### src/design/paa_pkg.sv
// Package with the register map, field layout and timing of the aux inputs.
package paa_pkg;

    ////////////////////////////////////////////////////////////////////////
    // Clock and timebase.
    localparam int MCLK_PERIOD_NS = 8;
    localparam int TICK_NS        = 1000000;
    localparam int TICK_CYCLES    = TICK_NS / MCLK_PERIOD_NS;

    // Times in milliseconds, counted on the millisecond tick.
    localparam int FLOAT_ON_MS    = 1000;
    localparam int FLOAT_OFF_MS   = 30000;
    localparam int AUX_ON_MS      = 1000;
    localparam int AUX_OFF_MS     = 1000;
    localparam int DIS_ON_MS      = 1000;
    localparam int DIS_OFF_MS     = 1000;
    localparam int LP_ON_MS       = 1000;
    localparam int LP_OFF_MS      = 2000;
    localparam int AB_PERIOD_MS   = 23 * 3600 * 1000;
    localparam int AB_RUN_MS      = 60 * 1000;

    ////////////////////////////////////////////////////////////////////////
    // Register map (byte addresses).
    localparam int          ADDR_W       = 8;
    localparam logic [7:0]  CTRL_OFS     = 8'h00;
    localparam logic [7:0]  SELECT_OFS   = 8'h04;
    localparam logic [7:0]  STATUS_OFS   = 8'h08;
    localparam logic [7:0]  COMMAND_OFS  = 8'h0c;

    // Control fields.
    localparam int          CTRL_AB_BIT  = 0;
    localparam int          CTRL_AF_BIT  = 1;
    localparam logic [1:0]  CTRL_RESET   = 2'h0;
    // Select register: four 4-bit fields, input n at bits 4n+3..4n.
    localparam int          SEL_W        = 4;
    localparam logic [15:0] SELECT_RESET = 16'h0000;
    // Command field: manual reset of latched low-pressure blocks.
    localparam int          CMD_MRST_BIT = 0;

    // Status fields.
    localparam int ST_WATER_BIT  = 0;
    localparam int ST_MOTOR_BIT  = 1;
    localparam int ST_LOWP_BIT   = 2;
    localparam int ST_AUXI_BIT   = 3;
    localparam int ST_ROT_BIT    = 4;
    localparam int ST_BLOCK_BIT  = 5;
    localparam int ST_QUAL_LSB   = 8;
    localparam int ST_AUXM_LSB   = 12;

    ////////////////////////////////////////////////////////////////////////
    // Function kinds that a select code chooses.
    typedef enum {
        FN_NONE, FN_FLOAT, FN_AUX, FN_DIS, FN_DISRST, FN_RST,
        FN_LPAUTO, FN_LPMAN
    } paa_func_type;

endpackage : paa_pkg

### src/design/paa_aux_inputs.sv
// Aux input function logic, anti-block and anti-freeze rotation, APB slave.
//
// Function
// - Anti-block: one minute run every 23 hours.
// - Anti-freeze: rotate while temperature near freezing.
// - Four identical inputs, each own select.
// - Reset leaves every select at zero.
// - Select zero disables input whatever level.
// - Codes 1/2 float NO/NC, water alarm.
// - Codes 3/4 aux setpoint NO/NC, indicator.
// - Codes 5/6 motor disable NO/NC.
// - Codes 7/8 disable plus block reset.
// - Code 9 block reset only, no indication.
// - Codes 10/11 low pressure, auto+manual reset.
// - Codes 12/13 low pressure, manual reset only.
// - Float NO high present, NC low present.
// - Active float blocks system, shows symbol.
// - Float must hold one second before alarm.
// - Float alarm holds until thirty seconds inactive.
// - Any float input raises, none clears alarm.
// - Aux setpoint one second on and off.
// - Low pressure auto reset after two seconds.
//
// Local design decisions: the address map and the APB slave port.
`timescale 1ns/1ps

module paa_aux_inputs
    import paa_pkg::*;
#(
    parameter int TICK_CYC = paa_pkg::TICK_CYCLES,
    parameter int FL_ON    = paa_pkg::FLOAT_ON_MS,
    parameter int FL_OFF   = paa_pkg::FLOAT_OFF_MS,
    parameter int AX_ON    = paa_pkg::AUX_ON_MS,
    parameter int AX_OFF   = paa_pkg::AUX_OFF_MS,
    parameter int DS_ON    = paa_pkg::DIS_ON_MS,
    parameter int DS_OFF   = paa_pkg::DIS_OFF_MS,
    parameter int LP_ON    = paa_pkg::LP_ON_MS,
    parameter int LP_OFF   = paa_pkg::LP_OFF_MS,
    parameter int AB_PER   = paa_pkg::AB_PERIOD_MS,
    parameter int AB_RUN   = paa_pkg::AB_RUN_MS
) (
    // Clock and reset.
    input  wire logic                       MCLK,
    input  wire logic                       RST,
    // APB slave.
    input  wire logic                       PSEL,
    input  wire logic                       PENABLE,
    input  wire logic                       PWRITE,
    input  wire logic [paa_pkg::ADDR_W-1:0] PADDR,
    input  wire logic [31:0]                PWDATA,
    output logic      [31:0]                PRDATA,
    output logic                            PREADY,
    output logic                            PSLVERR,
    // Inputs from the wireless control unit and the temperature sense.
    input  wire logic [3:0]                 AUX_INPUT,
    input  wire logic                       NEAR_FREEZE,
    // Indications and pump commands.
    output logic                            WATER_LACK_ALARM,
    output logic                            MOTOR_DISABLE_ALARM,
    output logic                            LOW_PRESSURE_ALARM,
    output logic                            AUX_SETPOINT_INDICATOR,
    output logic      [3:0]                 AUX_SETPOINT_ACTIVE,
    output logic                            SYSTEM_BLOCK,
    output logic                            BLOCK_RESET,
    output logic                            PUMP_ROTATE
);
    import paa_pkg::*;

    ////////////////////////////////////////////////////////////////////////
    // State.
    typedef struct packed {
        logic [1:0]       ctrl;
        logic [15:0]      sel;
        logic [3:0]       qual;
        logic [3:0][15:0] cnt;
        logic [3:0]       raw_prev;
        logic [16:0]      tick_cnt;
        logic             tick;
        logic [26:0]      ab_cnt;
        logic [31:0]      prdata;
        logic             pready;
        logic             pslverr;
        logic             water;
        logic             motor;
        logic             lowp;
        logic             auxi;
        logic [3:0]       auxm;
        logic             block;
        logic             blk_rst;
        logic             rotate;
    } paa_state_type;

    paa_state_type s_r;
    paa_state_type s_nxt;

    ////////////////////////////////////////////////////////////////////////
    // Select code decoding.
    function automatic paa_func_type fn_kind(input logic [3:0] code);
        case (code)
            4'h1, 4'h2: fn_kind = FN_FLOAT;
            4'h3, 4'h4: fn_kind = FN_AUX;
            4'h5, 4'h6: fn_kind = FN_DIS;
            4'h7, 4'h8: fn_kind = FN_DISRST;
            4'h9:       fn_kind = FN_RST;
            4'ha, 4'hb: fn_kind = FN_LPAUTO;
            4'hc, 4'hd: fn_kind = FN_LPMAN;
            default:    fn_kind = FN_NONE;
        endcase
    endfunction : fn_kind

    // Normally-closed codes take a low input as present.
    function automatic logic fn_nc(input logic [3:0] code);
        case (code)
            4'h2, 4'h4, 4'h6, 4'h8, 4'hb, 4'hd: fn_nc = 1'b1;
            default:                            fn_nc = 1'b0;
        endcase
    endfunction : fn_nc

    function automatic logic [15:0] on_ms(input paa_func_type k);
        case (k)
            FN_FLOAT:            on_ms = 16'(FL_ON);
            FN_AUX:              on_ms = 16'(AX_ON);
            FN_LPAUTO, FN_LPMAN: on_ms = 16'(LP_ON);
            default:             on_ms = 16'(DS_ON);
        endcase
    endfunction : on_ms

    function automatic logic [15:0] off_ms(input paa_func_type k);
        case (k)
            FN_FLOAT:            off_ms = 16'(FL_OFF);
            FN_AUX:              off_ms = 16'(AX_OFF);
            FN_LPAUTO, FN_LPMAN: off_ms = 16'(LP_OFF);
            default:             off_ms = 16'(DS_OFF);
        endcase
    endfunction : off_ms

    ////////////////////////////////////////////////////////////////////////
    // Next state.
    always_comb begin
        paa_func_type kind;
        logic [3:0]   code;
        logic         raw;
        logic [15:0]  target;
        logic         setup;
        logic         access;
        logic         mapped;
        logic         mrst;
        logic         rst_any;
        logic         float_any;
        logic         dis_any;
        logic         lp_any;
        logic [3:0]   aux_q;

        kind      = FN_NONE;
        code      = 4'h0;
        raw       = 1'b0;
        target    = 16'h0000;
        rst_any   = 1'b0;
        float_any = 1'b0;
        dis_any   = 1'b0;
        lp_any    = 1'b0;
        aux_q     = 4'h0;
        setup     = 1'b0;
        access    = 1'b0;
        mapped    = 1'b0;
        mrst      = 1'b0;
        s_nxt     = s_r;

        // APB slave: setup cycle prepares the answer, access completes it.
        setup  = PSEL && !PENABLE;
        access = PSEL && PENABLE && s_r.pready;
        mapped = (PADDR == CTRL_OFS) || (PADDR == SELECT_OFS) ||
                 (PADDR == STATUS_OFS) || (PADDR == COMMAND_OFS);
        s_nxt.pready  = setup;
        s_nxt.pslverr = setup && !mapped;
        s_nxt.prdata  = 32'h0000_0000;
        if (setup && !PWRITE) begin
            case (PADDR)
                CTRL_OFS:   s_nxt.prdata = {30'h0, s_r.ctrl};
                SELECT_OFS: s_nxt.prdata = {16'h0, s_r.sel};
                STATUS_OFS: begin
                    s_nxt.prdata[ST_WATER_BIT] = s_r.water;
                    s_nxt.prdata[ST_MOTOR_BIT] = s_r.motor;
                    s_nxt.prdata[ST_LOWP_BIT]  = s_r.lowp;
                    s_nxt.prdata[ST_AUXI_BIT]  = s_r.auxi;
                    s_nxt.prdata[ST_ROT_BIT]   = s_r.rotate;
                    s_nxt.prdata[ST_BLOCK_BIT] = s_r.block;
                    s_nxt.prdata[ST_QUAL_LSB +: 4] = s_r.qual;
                    s_nxt.prdata[ST_AUXM_LSB +: 4] = s_r.auxm;
                end
                default:    s_nxt.prdata = 32'h0000_0000;
            endcase
        end
        mrst = access && PWRITE && (PADDR == COMMAND_OFS) &&
               PWDATA[CMD_MRST_BIT];
        if (access && PWRITE) begin
            if (PADDR == CTRL_OFS) begin
                s_nxt.ctrl = PWDATA[1:0];
            end
            if (PADDR == SELECT_OFS) begin
                s_nxt.sel = PWDATA[15:0];
            end
        end

        // Millisecond tick.
        s_nxt.tick = 1'b0;
        if (s_r.tick_cnt == 17'(TICK_CYC - 1)) begin
            s_nxt.tick_cnt = 17'h0;
            s_nxt.tick     = 1'b1;
        end else begin
            s_nxt.tick_cnt = s_r.tick_cnt + 17'h1;
        end

        // Block reset pulses from functions 7, 8 and 9.
        for (int i = 0; i < 4; i++) begin
            code = s_r.sel[i*SEL_W +: SEL_W];
            kind = fn_kind(code);
            raw  = (AUX_INPUT[i] ^ fn_nc(code)) &&
                   (kind != FN_NONE);
            s_nxt.raw_prev[i] = raw;
            if ((kind == FN_DISRST || kind == FN_RST) && raw &&
                !s_r.raw_prev[i]) begin
                rst_any = 1'b1;
            end
        end

        // Per-input qualification, identical for all four inputs.
        for (int i = 0; i < 4; i++) begin
            code   = s_r.sel[i*SEL_W +: SEL_W];
            kind   = fn_kind(code);
            raw    = (AUX_INPUT[i] ^ fn_nc(code)) && (kind != FN_NONE);
            target = s_r.qual[i] ? off_ms(kind) : on_ms(kind);
            if (kind == FN_NONE || kind == FN_RST) begin
                s_nxt.qual[i] = 1'b0;
                s_nxt.cnt[i]  = 16'h0;
            end else if (raw == s_r.qual[i]) begin
                s_nxt.cnt[i] = 16'h0;
            end else if (kind == FN_LPMAN && s_r.qual[i]) begin
                // Only a manual or block reset releases this latch.
                s_nxt.cnt[i] = 16'h0;
                if (mrst || rst_any) begin
                    s_nxt.qual[i] = 1'b0;
                end
            end else if (kind == FN_LPAUTO && s_r.qual[i] &&
                         (mrst || rst_any)) begin
                s_nxt.qual[i] = 1'b0;
                s_nxt.cnt[i]  = 16'h0;
            end else if (s_r.tick) begin
                if (s_r.cnt[i] + 16'h1 >= target) begin
                    s_nxt.qual[i] = raw;
                    s_nxt.cnt[i]  = 16'h0;
                end else begin
                    s_nxt.cnt[i] = s_r.cnt[i] + 16'h1;
                end
            end
            case (kind)
                FN_FLOAT:            float_any = float_any | s_nxt.qual[i];
                FN_AUX:              aux_q[i]  = s_nxt.qual[i];
                FN_DIS, FN_DISRST:   dis_any   = dis_any | s_nxt.qual[i];
                FN_LPAUTO, FN_LPMAN: lp_any    = lp_any | s_nxt.qual[i];
                default:             ;
            endcase
        end

        s_nxt.water   = float_any;
        s_nxt.motor   = dis_any;
        s_nxt.lowp    = lp_any;
        s_nxt.auxm    = aux_q;
        s_nxt.auxi    = |aux_q;
        s_nxt.block   = float_any | dis_any | lp_any;
        s_nxt.blk_rst = rst_any;

        // Anti-block: the last minute of each 23-hour period is a run.
        if (!s_r.ctrl[CTRL_AB_BIT]) begin
            s_nxt.ab_cnt = 27'h0;
        end else if (s_r.tick) begin
            if (s_r.ab_cnt == 27'(AB_PER - 1)) begin
                s_nxt.ab_cnt = 27'h0;
            end else begin
                s_nxt.ab_cnt = s_r.ab_cnt + 27'h1;
            end
        end
        s_nxt.rotate = (s_r.ctrl[CTRL_AB_BIT] &&
                        s_r.ab_cnt >= 27'(AB_PER - AB_RUN)) ||
                       (s_r.ctrl[CTRL_AF_BIT] && NEAR_FREEZE);
    end

    ////////////////////////////////////////////////////////////////////////
    // Registers.
    always_ff @(posedge MCLK) begin
        if (RST) begin
            s_r      <= '0;
            s_r.ctrl <= CTRL_RESET;
            s_r.sel  <= SELECT_RESET;
        end else begin
            s_r <= s_nxt;
        end
    end

    assign PRDATA                 = s_r.prdata;
    assign PREADY                 = s_r.pready;
    assign PSLVERR                = s_r.pslverr;
    assign WATER_LACK_ALARM       = s_r.water;
    assign MOTOR_DISABLE_ALARM    = s_r.motor;
    assign LOW_PRESSURE_ALARM     = s_r.lowp;
    assign AUX_SETPOINT_INDICATOR = s_r.auxi;
    assign AUX_SETPOINT_ACTIVE    = s_r.auxm;
    assign SYSTEM_BLOCK           = s_r.block;
    assign BLOCK_RESET            = s_r.blk_rst;
    assign PUMP_ROTATE            = s_r.rotate;

endmodule : paa_aux_inputs

### config.mk
export PLATFORM = sky130hd
export DESIGN_NAME = paa_aux_inputs
export DESIGN_NICKNAME = d
export VERILOG_FILES = /design/src/design/paa_pkg.sv /design/src/design/paa_aux_inputs.sv
export SDC_FILE = /design/constraint.sdc
export NUM_CORES = 1
export LEC_CHECK = 0
export ABC_AREA = 1
export CAP_MARGIN = 40
export CELL_PAD_IN_SITES_DETAIL_PLACEMENT = 1
export CELL_PAD_IN_SITES_GLOBAL_PLACEMENT = 2
export CORE_ASPECT_RATIO = 0.8
export CORE_UTILIZATION = 36
export DETAILED_ROUTE_END_ITERATION = 7
export DONT_BUFFER_PORTS = 1
export PLACE_DENSITY_LB_ADDON = 0.1
export SYNTH_ARGS = -nofsm -noshare
export SYNTH_HDL_FRONTEND = slang
export SYNTH_SLANG_ARGS = --single-unit
### constraint.sdc
create_clock -name MCLK -period 3.8 [get_ports MCLK]
set_clock_uncertainty 0.1 [all_clocks]
set_input_delay 0.38 -clock MCLK [delete_from_list [all_inputs] [get_ports MCLK]]
set_output_delay 0.38 -clock MCLK [all_outputs]
set_load 0.02 [all_outputs]
# Yosys cells after proc, flatten, opt, wreduce, memory -nomap -nowiden
# Memory sizes are Yosys's and may differ from the RTL's. A register that Yosys moved wholly into a read port is not among the register bits.
# Index checks and enable logic that the tools add are counted.
[classes] n_reduce_logical=94 magnitude_cmp=5 add_sub_neg=6 n_bitwise=18 eq_ne=77 n_mux=84
[op_table] op="$eq 32x4->1 const B" count=20
[op_table] op="$eq 32x3->1 const B" count=12
[op_table] op="$eq 32x2->1 const B" count=8
[op_table] op="$reduce_bool 32->1" count=8
[op_table] op="$eq 32x1->1 const B" count=4
[op_table] op="$logic_not 32->1" count=4
[op_table] op="$mux 16" count=8
[op_table] op="$pmux 15 s2" count=4
[op_table] op="$add 16x1->16 const B" count=4
[op_table] op="$ge 16x16->1" count=4
[op_table] op="$mux 4" count=16
[op_table] op="$mux 1" count=53
[op_table] op="$eq 4x4->1 const B" count=12
[op_table] op="$logic_and 1x1->1" count=38
[op_table] op="$eq 4x3->1 const B" count=8
[op_table] op="$add 27x1->27 const B" count=1
[op_table] op="$eq 27x27->1 const B" count=1
[op_table] op="$ge 27x27->1 const B" count=1
[op_table] op="$mux 27" count=1
[op_table] op="$reduce_or 6->1" count=4
[op_table] op="$reduce_or 2->1" count=11
[op_table] op="$reduce_or 5->1" count=4
[op_table] op="$pmux 6 s3" count=1
[op_table] op="$add 17x1->17 const B" count=1
[op_table] op="15 further kinds" count=56
[word_totals] input_bits=50 regBits=180 mem_count=8 mem_bits_ro=384 wordCells=316
[mem_list] name="(name not given)" words=16 width=3 rd=1 rd_ports_with_merged_regs=1 wr=0 line_no="paa_aux_inputs.sv:99" text="case (code)"
[mem_list] name="(name not given)" words=16 width=3 rd=1 rd_ports_with_merged_regs=1 wr=0 line_no="paa_aux_inputs.sv:99"
[mem_list] name="(name not given)" words=16 width=3 rd=1 rd_ports_with_merged_regs=1 wr=0 line_no="paa_aux_inputs.sv:99"
[mem_list] name="(name not given)" words=16 width=3 rd=1 rd_ports_with_merged_regs=1 wr=0 line_no="paa_aux_inputs.sv:99"
[mem_list] name="(name not given)" words=16 width=3 rd=1 rd_ports_with_merged_regs=1 wr=0 line_no="paa_aux_inputs.sv:99"
[mem_list] name="(name not given)" words=16 width=3 rd=1 rd_ports_with_merged_regs=1 wr=0 line_no="paa_aux_inputs.sv:99"
[mem_list] name="+2 memories"

# Depth between registers and ports, before layout
[depth] depth_word=26 ltp_mapped=28 depth_no_buf=28

# Worst setup path after synthesis
# Ideal clock, no wire load.
[synth_timing] path_kind="register to register" from="reg s_r[142] (netlist name)" to="reg s_r, in the netlist SYSTEM_BLOCK" n_path_buf=0 setup_time_ns=0.117 path_stages_with_launch=24 period_less_slack_ns=3.033 setup_slack_ns=0.767 arrival_ns=2.816 cell_sequence="dfxtp_1 ha_1 nand2_1 nor2_1 nand2_1 nor3_1 nand2_1 nor2_1 xor2_1 ha_1 inv_1 o211ai_1 nor2_4 nand2_1 nand3_1 nand3_1 nand2_1 nand2_1 nand2_1 nand2_1 nor2_2 nand2_1 nand2_1 nand2_1"
[synth_between] elab_chain_cells=12 elab_cells_between_ends=16 cone_classes="1 x add/sub; 1 x order compare; 9 x mux; 5 x bitwise"
[synth_rtl] item="start, declared" line_no="paa_aux_inputs.sv:93" text="paa_state_type s_r;"
[synth_rtl] item="start signal, assigned" line_no="paa_aux_inputs.sv:296" text="s_r <= s_nxt;"
[synth_rtl] item="$add 16x1->16 *" line_no="paa_aux_inputs.sv:249" text="if (s_r.cnt[i] + 16'h1 >= target) begin"
[synth_rtl] item="$ge 16x16->1 *" line_no="paa_aux_inputs.sv:249"
[synth_rtl] item="$mux 1 *" line_no="paa_aux_inputs.sv:249"
[synth_rtl] item="$mux 1 *" line_no="paa_aux_inputs.sv:248" text="end else if (s_r.tick) begin"
[synth_rtl] item="$mux 1 *" line_no="paa_aux_inputs.sv:244" text="end else if (kind == FN_LPAUTO && s_r.qual[i] &&"
[synth_rtl] item="$mux 1 *" line_no="paa_aux_inputs.sv:238" text="end else if (kind == FN_LPMAN && s_r.qual[i]) begin"
[synth_rtl] item="$mux 1 *" line_no="paa_aux_inputs.sv:236" text="end else if (raw == s_r.qual[i]) begin"
[synth_rtl] item="$mux 1 *" line_no="paa_aux_inputs.sv:233" text="if (kind == FN_NONE || kind == FN_RST) begin"
[synth_rtl] item="$or 1x1->1, on equally long branches" line_no="paa_aux_inputs.sv:257, paa_aux_inputs.sv:259"
[synth_rtl] item="$mux 1" line_no="paa_aux_inputs.sv:256" text="case (kind)"
[synth_rtl] item="$or 1x1->1" line_no="paa_aux_inputs.sv:270" text="s_nxt.block = float_any | dis_any | lp_any;"
[synth_rtl] item="$or 1x1->1 *" line_no="paa_aux_inputs.sv:270"
# Every way passes the cells marked *; elsewhere a longest branch is shown, timed or not.
# A chain may end at the register's enable or synchronous reset.

# Final worst setup path
# Ends and elaborated chain as after synthesis.

==> results.md <==
* Area of the multi-input gates at between 5000 and 6000 µm²
* First-pass GRT wire length at 48700 µm
* Hold worst-path end: PREADY
* Clock-pin slew on the worst setup and hold paths at 0.07 ns
* CP endpoint kind: flop
* Site row count at 55
* Vias in the first global route at between 9000 and 10000
* Max rail drop VDD at roughly 340 µV
* Antenna Cells at 0
* CTS tree: done
* Tmin final at 3.42 ns
* FF/Latch Area at 3520 µm²
* Cell count after placement at 1864
* Yosys warning count at 0
* Cell area after layout at 11400 µm²
* Status: completed
* Post-synthesis cell area at ~10000 µm²
* WL final at 29000 µm
* Arrival time at the worst endpoint at 3.64 ns
* GRT overflow at 0
* Vias per inst at around 5.0
* Synth top area share at 33.8%
* DRC at 0
* Most frequent cells in the layout: nand2_1 (329), inv_1 (223), dfxtp_1 (175), nor2_1 (175), a21oi_1 (113)
* Sequential area share after synthesis at roughly a third
* DP Worst Slack at 0.285 ns
* RSZ-0062 raised after global routing: no
* Placement Cell Area at 10700 µm²
* R2R Path End: SYSTEM_BLOCK
* R2R Path Start: s_r[142]
* DR WL/cell at 15.3 µm
* Clock insertion delay at the later pin of the skew report at 0.44 ns
* Critical path required time at roughly 4.0 ns
* Distinct cells, synth at 47
* Initial antenna violation count at 0
* Number of clock sinks at roughly 180
* Cell Count, Final, Fillers Out at 1901
* Fillcell total at approximately 3700
* Worst Hold Depth at 2
* Most common cell after layout, fill and taps aside: nand2_1
* Mapped Cells at 1527
* Max cap viols at 0
* Final nets at 1633
* Cell accounting for the most synthesized area: dfxtp_1
* Clock Path Buffers at 2
* Largest net degree at the start of global routing at 52
* Leakage at ~4.7 nW
* Tcrit/Tclk final at 90.1%
* Largest fanout on the critical path at 5
* Pwr dens at 336 nW/µm²
* Fin worst setup slack at 0.376 ns
* Kind of critical path: reg -> reg
* Final setup vio count at 0
* Ratio of cells with drive above 1 in the final layout at under 10%
* I/O pin cnt at 95
* PortBufs at 0
* Hold_sp: PSEL
* Max-slew headroom at 50.4%
* Share of flip-flops with an asynchronous set or reset at 0%
* EDFF count, synth at 0
* Tightest Pin Transition at ~0.74 ns
* Routed vias at 9456
* Ys flop type: dfxtp_1
* Syn_area_per_cell at 6.82 µm²
* Top post-synthesis cells by area: dfxtp_1 (34%), nand2_1 (12%), inv_1 (8.0%), ha_1 (7.7%), nor2_1 (6.3%)
* CTS root buffer: clkbuf_16
* TritonCTS Buffers at 17
* Initial DRC count at 354
* Total core area at 28400 µm²
* GRT Util Overall at roughly 21%
* Fin. max-slew vios at 0
* Die Span Y at 154 µm
* Final HPWL DP at 22000 µm
* H-tree depth at 4
* Pre-Repair DR Iteration Count at 4
* Setup TNS at 0 ns
* R2R setup slack at 0.38 ns
* CP startpoint kind: flop
* Class of the worst hold path: in -> reg
* Starting Density at 36.7%
* Max frequency at 292 MHz
* P&R area growth vs syn at 9.09%
* Die area at 29600 µm²
* Post-route ant nets at 0
* Die W at 192 µm
* Worst R2R Path Depth at 22
* Hold Vio Cnt, Final at 0
* Flops & latches, synth at 176
* Final GP Congestion at slightly below 0.8
[worst max-delay path, cell delays in order (launching register included)]
cell and delay [ns]:
dfxtp_1 0.40, ha_1 0.19, nand2_1 0.12, nor2_1 0.16
nand2_1 0.10, nor3_1 0.33, nand2_1 0.10, nor2_1 0.12
xor2_1 0.23, ha_1 0.28, and3_1 0.20, nand2_2 0.13
nand2_1 0.12, nand3_1 0.09, nand3_1 0.08, nand2_1 0.06
nand2_1 0.10, nand2_1 0.08, nand2_1 0.07, nor2_2 0.10
nand2_1 0.06, nand2_1 0.05, nand2_1 0.05
[state kept, by name (all words and copies together) (netlist names), named ones only]
name                    cells
PRDATA                     16
AUX_SETPOINT_ACTIVE         4
MOTOR_DISABLE_ALARM         1
PREADY                      1
AUX_SETPOINT_INDICATOR      1
s_r                       135
PSLVERR                     1
WATER_LACK_ALARM            1
SYSTEM_BLOCK                1
LOW_PRESSURE_ALARM          1
PUMP_ROTATE                 1
BLOCK_RESET                 1
[where the power goes]
group | switching [W] | internal (W) | total [W]
clock | 0.000795 | 0.00112 | 0.00191
sequential | 0.00000324 | 0.00185 | 0.00185
combinational | 0.0000405 | 0.0000120 | 0.0000525
total | 0.000838 | 0.00298 | 0.00382
[through the flow]
step | power (W) | util [%] | hold WS, ns
floorplan | 0.00194 | - | 0.318
global placement | 0.00194 | 37.6 | 0.333
detailed placement | 0.00194 | 37.6 | 0.342
CTS | 0.00388 | 40.0 | 0.00406
global route | 0.00395 | 40.1 | 0.0212
finish | 0.00382 | 40.1 | 0.0267
[cell type report]
class                           instances  share of cell area (%)
Inverter                              225                    7.44
Clock buffer                           18                    3.87
Clock inverter                         13                    1.64
Timing Repair Buffer                   26                    1.87
Tap cell                              370                    4.08
Multi-Input combinational cell       1073                    50.1
Sequential cell                       176                    31.0
[synth_stat cells, types with 18 or more instances]
library cell	number
inv_1	223
nor3_1	37
nand3_1	79
nand2_1	329
clkbuf_1	20
o22ai_1	18
buf_4	38
a21oi_1	113
o21ai_0	54
nor2_1	175
nand4_1	51
ha_1	64
xor2_1	37
dfxtp_1	176
[worst max-delay path by stage]
stage / from / endpoint / slack (ns) / depth (start not counted)
global route: s_r[126] / SYSTEM_BLOCK / 0.01 / 24
global placement: s_r[126] / SYSTEM_BLOCK / 0.35 / 22
detailed placement: s_r[142] / s_r[155] / 0.29 / 16
CTS: s_r[142] / s_r[155] / 0.26 / 16
floorplan: s_r[142] / SYSTEM_BLOCK / 0.77 / 23
finish: s_r[142] / SYSTEM_BLOCK / 0.38 / 22
[cell families after synthesis]
logic type                 after synthesis  synth area share [%]
DFF                                    176                  33.8
buffers and inverters                  293                  12.1
adders and majority gates               64                  7.69
other                                    1                0.0360
xor gates and xnor gates                46                  3.87
and+or+nand+nor                        725                  30.7
AOI/OAI and AO/OA                      222                  11.8
[routing by layer]
layer	track usage, %	share of wire (%)	vias up
met5	0	0	-
met4	4.61	1.1	0
met3	3.06	2.3	21
met2	32.7	44	83
met1	29.1	53	4459
li1	-	-	4893
[repair_timing]
action,in CTS,in global routing
buffers inserted,0,1
endpoints found under the setup margin,0,3
hold buffers,4,0
endpoints found under the hold margin,23,0
resized for setup,0,1
Power figures use the tool's default switching activity.
